[src/logic/adc_seq_regs.vh]
/*
  Register map, field positions, reset values and conversion timing
  of the converter sequencer.
  Assumes it is included by bare name into Verilog-2005 design files.
*/
`ifndef ADC_SEQ_REGS_VH
`define ADC_SEQ_REGS_VH

// ****************************************************************
// Register byte offsets (word aligned)
// ****************************************************************
`define OFS_CTRL       8'h00
`define OFS_OPTION     8'h04
`define OFS_STATUS     8'h08
`define OFS_RESULT     8'h20

// ****************************************************************
// Control register fields
// ****************************************************************
`define CTRL_FLAG      7
`define CTRL_EIGHT     6
`define CTRL_SCAN      5
`define CTRL_MULTI     4
`define CTRL_RESET     7'h00

// ****************************************************************
// Option and status register fields
// ****************************************************************
`define OPT_PWR        1
`define OPT_CLKSRC     0
`define STAT_BUSY      0
`define STAT_PWR       1

// ****************************************************************
// Conversion timing in conversion clock ticks, DAC start code, low-ref mux code and result pad
// ****************************************************************
`define SAMPLE_LAST    3'h5
`define BIT_LAST_SUB   2'h2
`define DAC_MSB        10'h200
`define LOW_REF_SEL    4'hD
`define RES_PAD        6'h00

`endif

[src/logic/sync2.v]
/*
  Two-stage synchroniser for a bundle of asynchronous levels.
  Assumes a single clock domain and a clock enable for freezing.
*/
`timescale 1ns/1ps
module sync2 #(
  parameter W = 2
) (
  input  wire         clk,
  input  wire         rst_n,
  input  wire         ce,
  input  wire [W-1:0] async_in,
  output wire [W-1:0] sync_out
);

  reg [W-1:0] meta_q;
  reg [W-1:0] sync_q;

  // First stage feeds only the second stage
  always @(posedge clk or negedge rst_n) begin
    if (!rst_n) begin
      meta_q <= {W{1'b0}};
      sync_q <= {W{1'b0}};
    end else if (ce) begin
      meta_q <= async_in;
      sync_q <= meta_q;
    end
  end

  assign sync_out = sync_q;

endmodule // sync2

[src/logic/sar_core.v]
/*
  Successive-approximation engine: sample phase then ten trial bits
  of three ticks each, 36 ticks per conversion.
  Assumes a synchronised comparator level that is high while the held
  input is at or above the DAC output, and one tick per clock at most.
*/
`timescale 1ns/1ps
`include "adc_seq_regs.vh"
module sar_core (
  input  wire       clk,
  input  wire       rst_n,
  input  wire       ce,
  input  wire       tick,
  input  wire       start,
  input  wire       abort,
  input  wire       again,
  input  wire       comp_above,
  output wire       finish,
  output wire [9:0] result,
  output wire [9:0] dac_code,
  output wire       sample,
  output wire       busy
);

  reg       busy_q;
  reg       samp_q;
  reg [2:0] cnt_q;
  reg [1:0] sub_q;
  reg [9:0] mask_q;
  reg [9:0] code_q;
  wire      step;

  // Trial bit kept when the input is not below the DAC
  assign step   = busy_q & tick;
  assign result = comp_above ? code_q : (code_q & ~mask_q);
  assign finish = step & ~samp_q & (sub_q == `BIT_LAST_SUB) & mask_q[0];
  assign dac_code = code_q;
  assign sample   = samp_q;
  assign busy     = busy_q;

  // Sample, then binary search from the MSB down
  always @(posedge clk or negedge rst_n) begin
    if (!rst_n) begin
      busy_q <= 1'b0;
      samp_q <= 1'b0;
      cnt_q  <= 3'h0;
      sub_q  <= 2'h0;
      mask_q <= 10'h000;
      code_q <= 10'h000;
    end else if (ce) begin
      if (abort) begin
        busy_q <= 1'b0;
        samp_q <= 1'b0;
        code_q <= 10'h000;
      end else if (start) begin
        busy_q <= 1'b1;
        samp_q <= 1'b1;
        cnt_q  <= 3'h0;
        code_q <= 10'h000;
      end else if (step) begin
        if (samp_q) begin
          if (cnt_q == `SAMPLE_LAST) begin
            samp_q <= 1'b0;
            mask_q <= `DAC_MSB;
            code_q <= `DAC_MSB;
            sub_q  <= 2'h0;
          end else begin
            cnt_q <= cnt_q + 3'h1;
          end
        end else if (sub_q == `BIT_LAST_SUB) begin
          sub_q <= 2'h0;
          if (mask_q[0]) begin
            // Back-to-back restart keeps 36 ticks per conversion
            busy_q <= again;
            samp_q <= again;
            cnt_q  <= 3'h0;
            code_q <= 10'h000;
          end else begin
            mask_q <= mask_q >> 1;
            code_q <= result | (mask_q >> 1);
          end
        end else begin
          sub_q <= sub_q + 2'h1;
        end
      end
    end
  end

endmodule // sar_core

[src/logic/adc_sequence_control.v]
/*
  Converter sequencer with AHB-Lite register slave: control, option,
  status and eight left-justified result registers.
  Assumes a single bus clock, a comparator and RC oscillator arriving
  asynchronously on pins, and an analog mux and DAC driven from here.
*/
// Our own choices: the AHB-Lite register port and the register addresses.
`timescale 1ns/1ps
`include "adc_seq_regs.vh"

// Contract
// - One 10-bit SAR converter, sixteen-way input mux, eight result registers.
// - Bus-clocked, four conversions take exactly 144 bus clock cycles.
// - RC results land synchronously, at most one channel per bus clock.
// - Clearing power-up bit aborts conversion and removes converter power.
// - Clock-source bit chooses RC oscillator or bus clock for conversion.
// - Full scale gives FFC0, bottom gives 0000, overrange saturates silently.
// - Results left-justified, low six bits always read zero.
// - Input sampled first, then compared bit by bit against DAC.
// - Channel codes map pins, reserved to low ref, refs and test.
// - Group results go to fixed registers; single mode fills in sequence.
// - Single channel converted four or eight times; scan picks continuous.
// - Four-conversion single scan fills registers five to eight, then halts.
// - Four-conversion continuous wraps, fifth result overwrites register five.
// - Flag sets after first full pass; control write clears, aborts, restarts.
// - Clock-source clear selects bus clock, set selects RC oscillator.
// - Eight-conversion continuous: ninth result overwrites register one, wraps.
module adc_sequence_control (
  input  wire        hclk,
  input  wire        hresetn,
  input  wire        clk_en,
  input  wire        hsel,
  input  wire [31:0] haddr,
  input  wire [1:0]  htrans,
  input  wire        hwrite,
  input  wire [2:0]  hsize,
  input  wire [31:0] hwdata,
  input  wire        hready,
  output wire [31:0] hrdata,
  output wire        hreadyout,
  output wire        hresp,
  input  wire        rc_osc_clk,
  input  wire        comp_above,
  output wire [3:0]  mux_select,
  output wire [9:0]  dac_code,
  output wire        sample_hold,
  output wire        converter_power
);

  // ****************************************************************
  // Register index decode
  // ****************************************************************
  localparam [3:0] RI_CTRL = 4'h0;
  localparam [3:0] RI_OPT  = 4'h1;
  localparam [3:0] RI_STAT = 4'h2;
  localparam [3:0] RI_NONE = 4'h7;

  // Results at 8..15, anything else unmapped
  function [3:0] reg_index;
    input [7:0] a;
    begin
      if (a == `OFS_CTRL)
        reg_index = RI_CTRL;
      else if (a == `OFS_OPTION)
        reg_index = RI_OPT;
      else if (a == `OFS_STATUS)
        reg_index = RI_STAT;
      else if ((a[7:5] == `OFS_RESULT >> 5) && (a[1:0] == 2'b00))
        reg_index = {1'b1, a[4:2]};
      else
        reg_index = RI_NONE;
    end
  endfunction

  // Map channel code to mux source, reserved inputs to low ref
  function [3:0] mux_source;
    input [3:0] ch;
    begin
      if (ch[3:2] == 2'b10)
        mux_source = `LOW_REF_SEL;
      else
        mux_source = ch;
    end
  endfunction

  // Channel converted at a position of the sequence
  function [3:0] chan_at;
    input       multi;
    input       eight;
    input [3:0] ch;
    input [2:0] pos;
    begin
      if (!multi)
        chan_at = ch;
      else if (eight)
        chan_at = {ch[3], pos};
      else
        chan_at = {ch[3:2], pos[1:0]};
    end
  endfunction

  // ****************************************************************
  // State
  // ****************************************************************
  localparam ST_IDLE = 1'b0;
  localparam ST_RUN  = 1'b1;

  reg        state_q;
  reg        eight_conversion_select_q;
  reg        scan_q;
  reg        multi_channel_select_q;
  reg [3:0]  chan_sel_q;
  reg        sequence_complete_flag_q;
  reg        converter_power_up_q;
  reg        conv_clock_source_select_q;
  reg [2:0]  count_q;
  reg        start_q;
  reg [3:0]  mux_q;
  reg [9:0]  result_q [0:7];
  reg        rc_prev_q;
  reg [7:0]  addr_q;
  reg        wr_pend_q;
  reg        rd_pend_q;
  reg        ready_q;
  reg [31:0] rdata_q;
  reg [31:0] rd_word;
  integer    i;

  wire [1:0] async_s;
  wire       rc_s;
  wire       comp_s;
  wire       tick;
  wire       finish;
  wire [9:0] sar_result;
  wire       sar_busy;
  wire       take;
  wire [3:0] wr_idx;
  wire       wr_ctrl;
  wire       wr_opt;
  wire       pwr_off;
  wire       abort;
  wire       last;
  wire       again;
  wire [2:0] dest;
  wire [2:0] next_count;

  // ****************************************************************
  // Pin synchronisers and conversion clock select
  // ****************************************************************
  sync2 #(
    .W (2)
  ) u_sync (
    .clk      (hclk),
    .rst_n    (hresetn),
    .ce       (clk_en),
    .async_in ({rc_osc_clk, comp_above}),
    .sync_out (async_s)
  );

  assign rc_s   = async_s[1];
  assign comp_s = async_s[0];

  // RC edge becomes one bus-clock tick, so one step per clock at most
  always @(posedge hclk or negedge hresetn) begin
    if (!hresetn)
      rc_prev_q <= 1'b0;
    else if (clk_en)
      rc_prev_q <= rc_s;
  end

  // Clear selects bus clock, set selects the RC oscillator
  assign tick = conv_clock_source_select_q ? (rc_s & ~rc_prev_q)
                                           : 1'b1;

  // ****************************************************************
  // Conversion engine
  // ****************************************************************
  assign take    = hsel & hready & htrans[1];
  assign wr_idx  = reg_index(addr_q);
  assign wr_ctrl = wr_pend_q & (wr_idx == RI_CTRL);
  assign wr_opt  = wr_pend_q & (wr_idx == RI_OPT);
  assign pwr_off = wr_opt & ~hwdata[`OPT_PWR];
  assign abort   = wr_ctrl | pwr_off;

  assign last = eight_conversion_select_q ? (count_q == 3'h7)
                                          : (count_q[1:0] == 2'h3);
  assign again = (state_q == ST_RUN) & (scan_q | ~last);
  // Register slot depends only on conversion width and position
  assign dest = eight_conversion_select_q ? count_q
                                          : {1'b1, count_q[1:0]};
  assign next_count = last ? 3'h0 : (count_q + 3'h1);

  sar_core u_sar (
    .clk        (hclk),
    .rst_n      (hresetn),
    .ce         (clk_en),
    .tick       (tick),
    .start      (start_q),
    .abort      (abort),
    .again      (again),
    .comp_above (comp_s),
    .finish     (finish),
    .result     (sar_result),
    .dac_code   (dac_code),
    .sample     (sample_hold),
    .busy       (sar_busy)
  );

  // ****************************************************************
  // Sequencer and result store
  // ****************************************************************
  // A control write wins over a conversion finishing in the same cycle
  always @(posedge hclk or negedge hresetn) begin
    if (!hresetn) begin
      state_q                    <= ST_IDLE;
      eight_conversion_select_q  <= 1'b0;
      scan_q                     <= 1'b0;
      multi_channel_select_q     <= 1'b0;
      chan_sel_q                 <= 4'h0;
      sequence_complete_flag_q   <= 1'b0;
      converter_power_up_q       <= 1'b0;
      conv_clock_source_select_q <= 1'b0;
      count_q                    <= 3'h0;
      start_q                    <= 1'b0;
      mux_q                      <= 4'h0;
      for (i = 0; i < 8; i = i + 1)
        result_q[i] <= 10'h000;
    end else if (clk_en) begin
      start_q <= 1'b0;
      if (wr_opt) begin
        converter_power_up_q       <= hwdata[`OPT_PWR];
        conv_clock_source_select_q <= hwdata[`OPT_CLKSRC];
      end
      if (wr_ctrl) begin
        eight_conversion_select_q <= hwdata[`CTRL_EIGHT];
        scan_q                    <= hwdata[`CTRL_SCAN];
        multi_channel_select_q    <= hwdata[`CTRL_MULTI];
        chan_sel_q                <= hwdata[3:0];
        sequence_complete_flag_q  <= 1'b0;
        count_q                   <= 3'h0;
        mux_q <= mux_source(chan_at(hwdata[`CTRL_MULTI],
                 hwdata[`CTRL_EIGHT], hwdata[3:0], 3'h0));
        if (converter_power_up_q && !pwr_off) begin
          state_q <= ST_RUN;
          start_q <= 1'b1;
        end else begin
          state_q <= ST_IDLE;
        end
      end else if (pwr_off) begin
        state_q <= ST_IDLE;
      end else if (finish && state_q == ST_RUN) begin
        result_q[dest] <= sar_result;
        count_q        <= next_count;
        mux_q <= mux_source(chan_at(multi_channel_select_q,
                 eight_conversion_select_q, chan_sel_q, next_count));
        if (last) begin
          sequence_complete_flag_q <= 1'b1;
          if (!scan_q)
            state_q <= ST_IDLE;
        end
      end
    end
  end

  // ****************************************************************
  // AHB-Lite slave
  // ****************************************************************
  // Read word assembled from the captured address
  always @* begin
    rd_word = 32'h0000_0000;
    case (reg_index(addr_q))
      RI_CTRL: begin
        rd_word[`CTRL_FLAG]  = sequence_complete_flag_q;
        rd_word[`CTRL_EIGHT] = eight_conversion_select_q;
        rd_word[`CTRL_SCAN]  = scan_q;
        rd_word[`CTRL_MULTI] = multi_channel_select_q;
        rd_word[3:0]         = chan_sel_q;
      end
      RI_OPT: begin
        rd_word[`OPT_PWR]    = converter_power_up_q;
        rd_word[`OPT_CLKSRC] = conv_clock_source_select_q;
      end
      RI_STAT: begin
        rd_word[`STAT_BUSY] = sar_busy;
        rd_word[`STAT_PWR]  = converter_power_up_q;
      end
      4'h8, 4'h9, 4'hA, 4'hB, 4'hC, 4'hD, 4'hE, 4'hF: begin
        // Ten bits at the top of the half-word, low six zero
        rd_word[15:0] = {result_q[addr_q[4:2]], `RES_PAD};
      end
      default: rd_word = 32'h0000_0000;
    endcase
  end

  // Writes complete with no wait, reads insert one wait state
  always @(posedge hclk or negedge hresetn) begin
    if (!hresetn) begin
      addr_q    <= 8'h00;
      wr_pend_q <= 1'b0;
      rd_pend_q <= 1'b0;
      ready_q   <= 1'b1;
      rdata_q   <= 32'h0000_0000;
    end else if (clk_en) begin
      if (rd_pend_q) begin
        rdata_q   <= rd_word;
        ready_q   <= 1'b1;
        rd_pend_q <= 1'b0;
        wr_pend_q <= 1'b0;
      end else begin
        wr_pend_q <= take & hwrite;
        rd_pend_q <= take & ~hwrite;
        if (take) begin
          addr_q <= haddr[7:0];
          if (!hwrite)
            ready_q <= 1'b0;
        end
      end
    end
  end

  assign hrdata          = rdata_q;
  assign hreadyout       = ready_q;
  assign hresp           = 1'b0;
  assign mux_select      = mux_q;
  assign converter_power = converter_power_up_q;

endmodule // adc_sequence_control

[config.mk]
export PLATFORM = sky130hd
export DESIGN_NAME = adc_sequence_control
export DESIGN_NICKNAME = d
export VERILOG_FILES = /design/src/logic/sync2.v /design/src/logic/sar_core.v /design/src/logic/adc_sequence_control.v
export VERILOG_INCLUDE_DIRS = /design/src /design/src/logic
export SDC_FILE = /design/constraint.sdc
export NUM_CORES = 1
export LEC_CHECK = 0
export ABC_AREA = 1
export BUFFER_PORTS_ARGS = -buffer_cell sky130_fd_sc_hd__buf_2
export CORE_UTILIZATION = 56
export CTS_CLUSTER_DIAMETER = 50
export CTS_CLUSTER_SIZE = 12
export DETAILED_ROUTE_END_ITERATION = 8
export GPL_TIMING_DRIVEN = 0
export PLACE_DENSITY = 0.89
export SLEW_MARGIN = 20
export SYNTH_ARGS = -nofsm -noshare
export SYNTH_HDL_FRONTEND = slang
export SYNTH_SLANG_ARGS = --single-unit
[constraint.sdc]
create_clock -name hclk -period 4 [get_ports hclk]
set_clock_uncertainty 0.05 [all_clocks]
set_input_delay 0.8 -clock hclk [delete_from_list [all_inputs] [get_ports hclk]]
set_output_delay 0.8 -clock hclk [all_outputs]
set_load 0.02 [all_outputs]
==> out/metrics.csv <==
stage;metric;value;unit
clocking;clock slew at reported path FFs;0.06;ns
finish;Storage cell area;0.003955;mm2
detailed_routing;antenna viol nets, final;0;
setup_path;CP bufs+invs;1;
sta;setup TNS;0;ns
setup_path;crit-path max cell delay;0.38;ns
power_and_ir_drop;clock share of power;37.9;%
clocking;post_cts resized;0;
floorplan;Initial Util;57.74;%
yosys;simple-gate share of the synthesized area;31.20;%
clocking;Post-CTS Repair Setup Buffers;0;
finish;Final Core Density;66.85;%
yosys;Synth Area in XOR/XNOR;0.1141;%
power_and_ir_drop;Seq pwr share;39.7;%
place;routability cong.;0.9040;
detailed_routing;1st-iter DRT viols;733;
detailed_routing;number of vias per cell;5.811;
power_and_ir_drop;Comb power frac;22.4;%
setup_path;Setup crit start kind;flip-flop;
grt;initial antenna violation count;0;
outcome;status;finished clean;
yosys;synthesized area per cell;7.988;um2
floorplan;# IOs;127;
power_and_ir_drop;Leak;4.850;nW
yosys;post-synthesis instance total;961;
detailed_routing;first-pass iteration count of the detailed router;5;
clocking;CTS HTree Levels;4;
power_and_ir_drop;Net Sw Power;1.444;mW
setup_path;Reg2Reg Depth;10;
clocking;clk_lat worst skew;0.43;ns
hold_path;Min-Delay Path Class;primary input to asynchronous set/reset pin;
sta;Hold Fails Final Rpt;0;
clocking;cts bufs inserted;17;
detailed_routing;DRC;0;
sta;Slew Limit Fails;0;
detailed_routing;drt wl/cell;16.49;um
yosys;synthesized area;0.007676;mm2
finish;layout cells sized above 1;14.08;%
grt;largest net degree at the start of global routing;83;
clocking;Clock Tree Buf Depth;2;
setup_path;Slowest-stage cell, CP;dfrtp_1;
yosys;Post-Synth Adder-Cell Area;0.6520;%
finish;final cell count without fillers;1241;
power_and_ir_drop;Int Pwr;3.077;mW
detailed_routing;vias;7212;
yosys;Synth cell types;33;
place;PortBufs;56;
place;Place WS;1.727;ns
detailed_routing;Routed WL;20.47;mm
sta;Tcrit/Tclk final;55.86;%
finish;# nets final;1134;
yosys;Synth Area in Compound Gates;9.470;%
sta;Worst slew margin;33.31;%
yosys;#FFs+latches synth;158;
setup_path;CP arrival;2.55;ns
grt;first-pass GRT wire length;34.33;mm
sta;fin crit period;2.234;ns
power_and_ir_drop;Power per Cell Area;508.7;mW/mm2
setup_path;CP Cell Sequence;nor2_1, nand2_1, nor2_1, nand3_2, nand2_4, nor2_4, buf_12, nand2_2, nand2_1, nand2_1;
sta;Least-Margin Pin Slew;0.9983;ns
floorplan;std cell rows;42;
setup_path;Crit path depth;10;
setup_path;family with the most delay on the worst path;simple AND/OR/NAND/NOR gates;
power_and_ir_drop;VDD IR-drop max;0.3816;mV
clocking;CTS Sinks;158;
finish;fillers;1012;
clocking;Post-CTS Hold Buffers;0;
floorplan;Die ar.;0.01418;mm2
setup_path;CP most frequent cell;nand2_1;
floorplan;area of the core;0.01330;mm2
sta;Final WS setup;1.766;ns
yosys;post-synthesis mux area share;0;%
clocking;CTS tree;built;
setup_path;Critical Path End Type;flip-flop;
setup_path;crit-path max FO;10;
finish;final instance area;0.008889;mm2
sta;Fmax achieved;447.5;MHz
setup_path;Critical Path RT;4.32;ns
floorplan;Die Width;119.1;um
place;placed cells;1210;
finish;Area Overhead vs Synth;15.79;%
grt;grt total ovfl;0;
finish;# diodes;0;
power_and_ir_drop;switching part of the total power;31.94;%
place;dpl hpwl;13.58;mm
sta;RSZ-0062 raised after global routing;false;
yosys;synth warn;0;
power_and_ir_drop;total power;4.521;mW
job;max_cap viols;0;
yosys;main combinational cell family by area after synthesis;simple AND/OR/NAND/NOR gates;
clocking;root buf cell;clkbuf_16;
place;Post-DP Area;0.008274;mm2
grt;number of global-route vias before repair;7032;
sta;final hold slack;0.2637;ns
sta;Final setup viols;0;
setup_path;critical setup path kind;flip-flop to flip-flop;
finish;area of the multi-input gates;0.003244;mm2
yosys;register area share after synthesis;51.52;%
floorplan;Die Height;119.1;um
grt;gr usage total;30.81;%
cell families after synthesis:
logic type,Yosys count
xor gates and xnor gates,1
buffers and inverters,110
other,1
adders and majority gates,4
AOI/OAI and AO/OA,129
DFF,158
and+or+nand+nor,558
layer usage:
metal,vias up,part of all wire (%),GRT usage [%]
met4,0,2.3,11.39
met5,-,0,0
li1,3289,-,-
met3,63,10,7.184
met2,427,48,50.18
met1,3433,40,40.13
power groups by stage:
stage                     Sequential, mW  Combinational, mW  Clock [mW]
after global routing                1.81               1.11        1.77
after detailed placement            1.82              0.959           0
after CTS                           1.79              0.984        1.70
after global placement              1.82              0.933           0
final                               1.79               1.01        1.72
after floorplan                     1.86              0.589           0
cells in the mapped netlist (all sizes together):
| master | n | area share [%] |
|---|---|---|
| or3 | 1 | 0.082 |
| or2 | 3 | 0.24 |
| xor2 | 1 | 0.11 |
| dfrtp | 157 | 51 |
| conb | 1 | 0.049 |
| nor2 | 68 | 3.7 |
| clkinv | 2 | 0.11 |
| o21ai | 66 | 4.3 |
| buf | 35 | 3.3 |
| a21oi | 14 | 0.91 |
| clkbuf | 21 | 1.0 |
| o31ai | 4 | 0.39 |
| o22ai | 34 | 2.8 |
| a21boi | 10 | 0.98 |
| dfstp | 1 | 0.34 |
| nand2 | 349 | 18 |
| nand4 | 5 | 0.41 |
| ha | 4 | 0.65 |
| nor3 | 14 | 0.91 |
| inv | 52 | 2.5 |
| a221oi | 1 | 0.11 |
| nand3 | 118 | 7.8 |
layout make-up:
| type | instances | share of cell area, % |
|---|---|---|
| plain buffers | 56 | 3.744 |
| clock buffers | 21 | 5.068 |
| clock inverters | 10 | 1.844 |
| inverters | 54 | 2.294 |
| multi-input cells | 709 | 36.50 |
| flip-flops and latches | 158 | 44.50 |
| well taps | 176 | 2.477 |
| repair buffers | 57 | 3.575 |
layout by cell type, fill, tap and decap left out, types with 3 or more instances in the layout:
cell        synthesis  final
a21boi_1           10     10
a21oi_1            14     14
buf_2              13     68
buf_4              18     18
buf_6               3      3
bufinv_16           0      4
clkbuf_1           21     24
clkbuf_16           0     17
clkinvlp_4          0      4
conb_1              1     17
dfrtp_1           157    157
ha_1                4      4
inv_1              49     49
inv_2               3      3
nand2_1           334    334
nand2_2             7      7
nand2_4             8      8
nand3_1           117    117
nand4_1             5      5
nor2_1             62     62
nor2_2              3      3
nor2_4              3      3
nor3_1             14     14
o21ai_0            62     62
o21ai_1             4      4
o22ai_1            34     34
o31ai_1             4      4
or2_2               3      3
path summary, 6_finish.rpt:
check	startpoint	slack, ns	to
worst max register to register	addr_q[1]$_DFFE_PN0P_	1.77	result_q[9]$_DFFE_PN0P_
worst min-delay path	hresetn	0.26	addr_q[7]$_DFFE_PN0P_
worst min register to register	result_q[25]$_DFFE_PN0P_	0.42	result_q[25]$_DFFE_PN0P_
min in group hclk	result_q[25]$_DFFE_PN0P_	0.42	result_q[25]$_DFFE_PN0P_
max in group asynchronous	hresetn	2.83	result_q[63]$_DFFE_PN0P_
worst max-delay path	addr_q[1]$_DFFE_PN0P_	1.77	result_q[9]$_DFFE_PN0P_
state kept, by name, summed over array words and instances (netlist names), 2 cells and up:
register         count
result_q            80
hrdata              16
u_sar.dac_code      10
u_sar.mask_q        10
addr_q               8
chan_sel_q           4
mux_select           4
count_q              3
u_sar.cnt_q          3
u_sar.sub_q          2
u_sync.meta_q        2
u_sync.sync_out      2
Note: power is estimated with default switching activity, not from simulation.
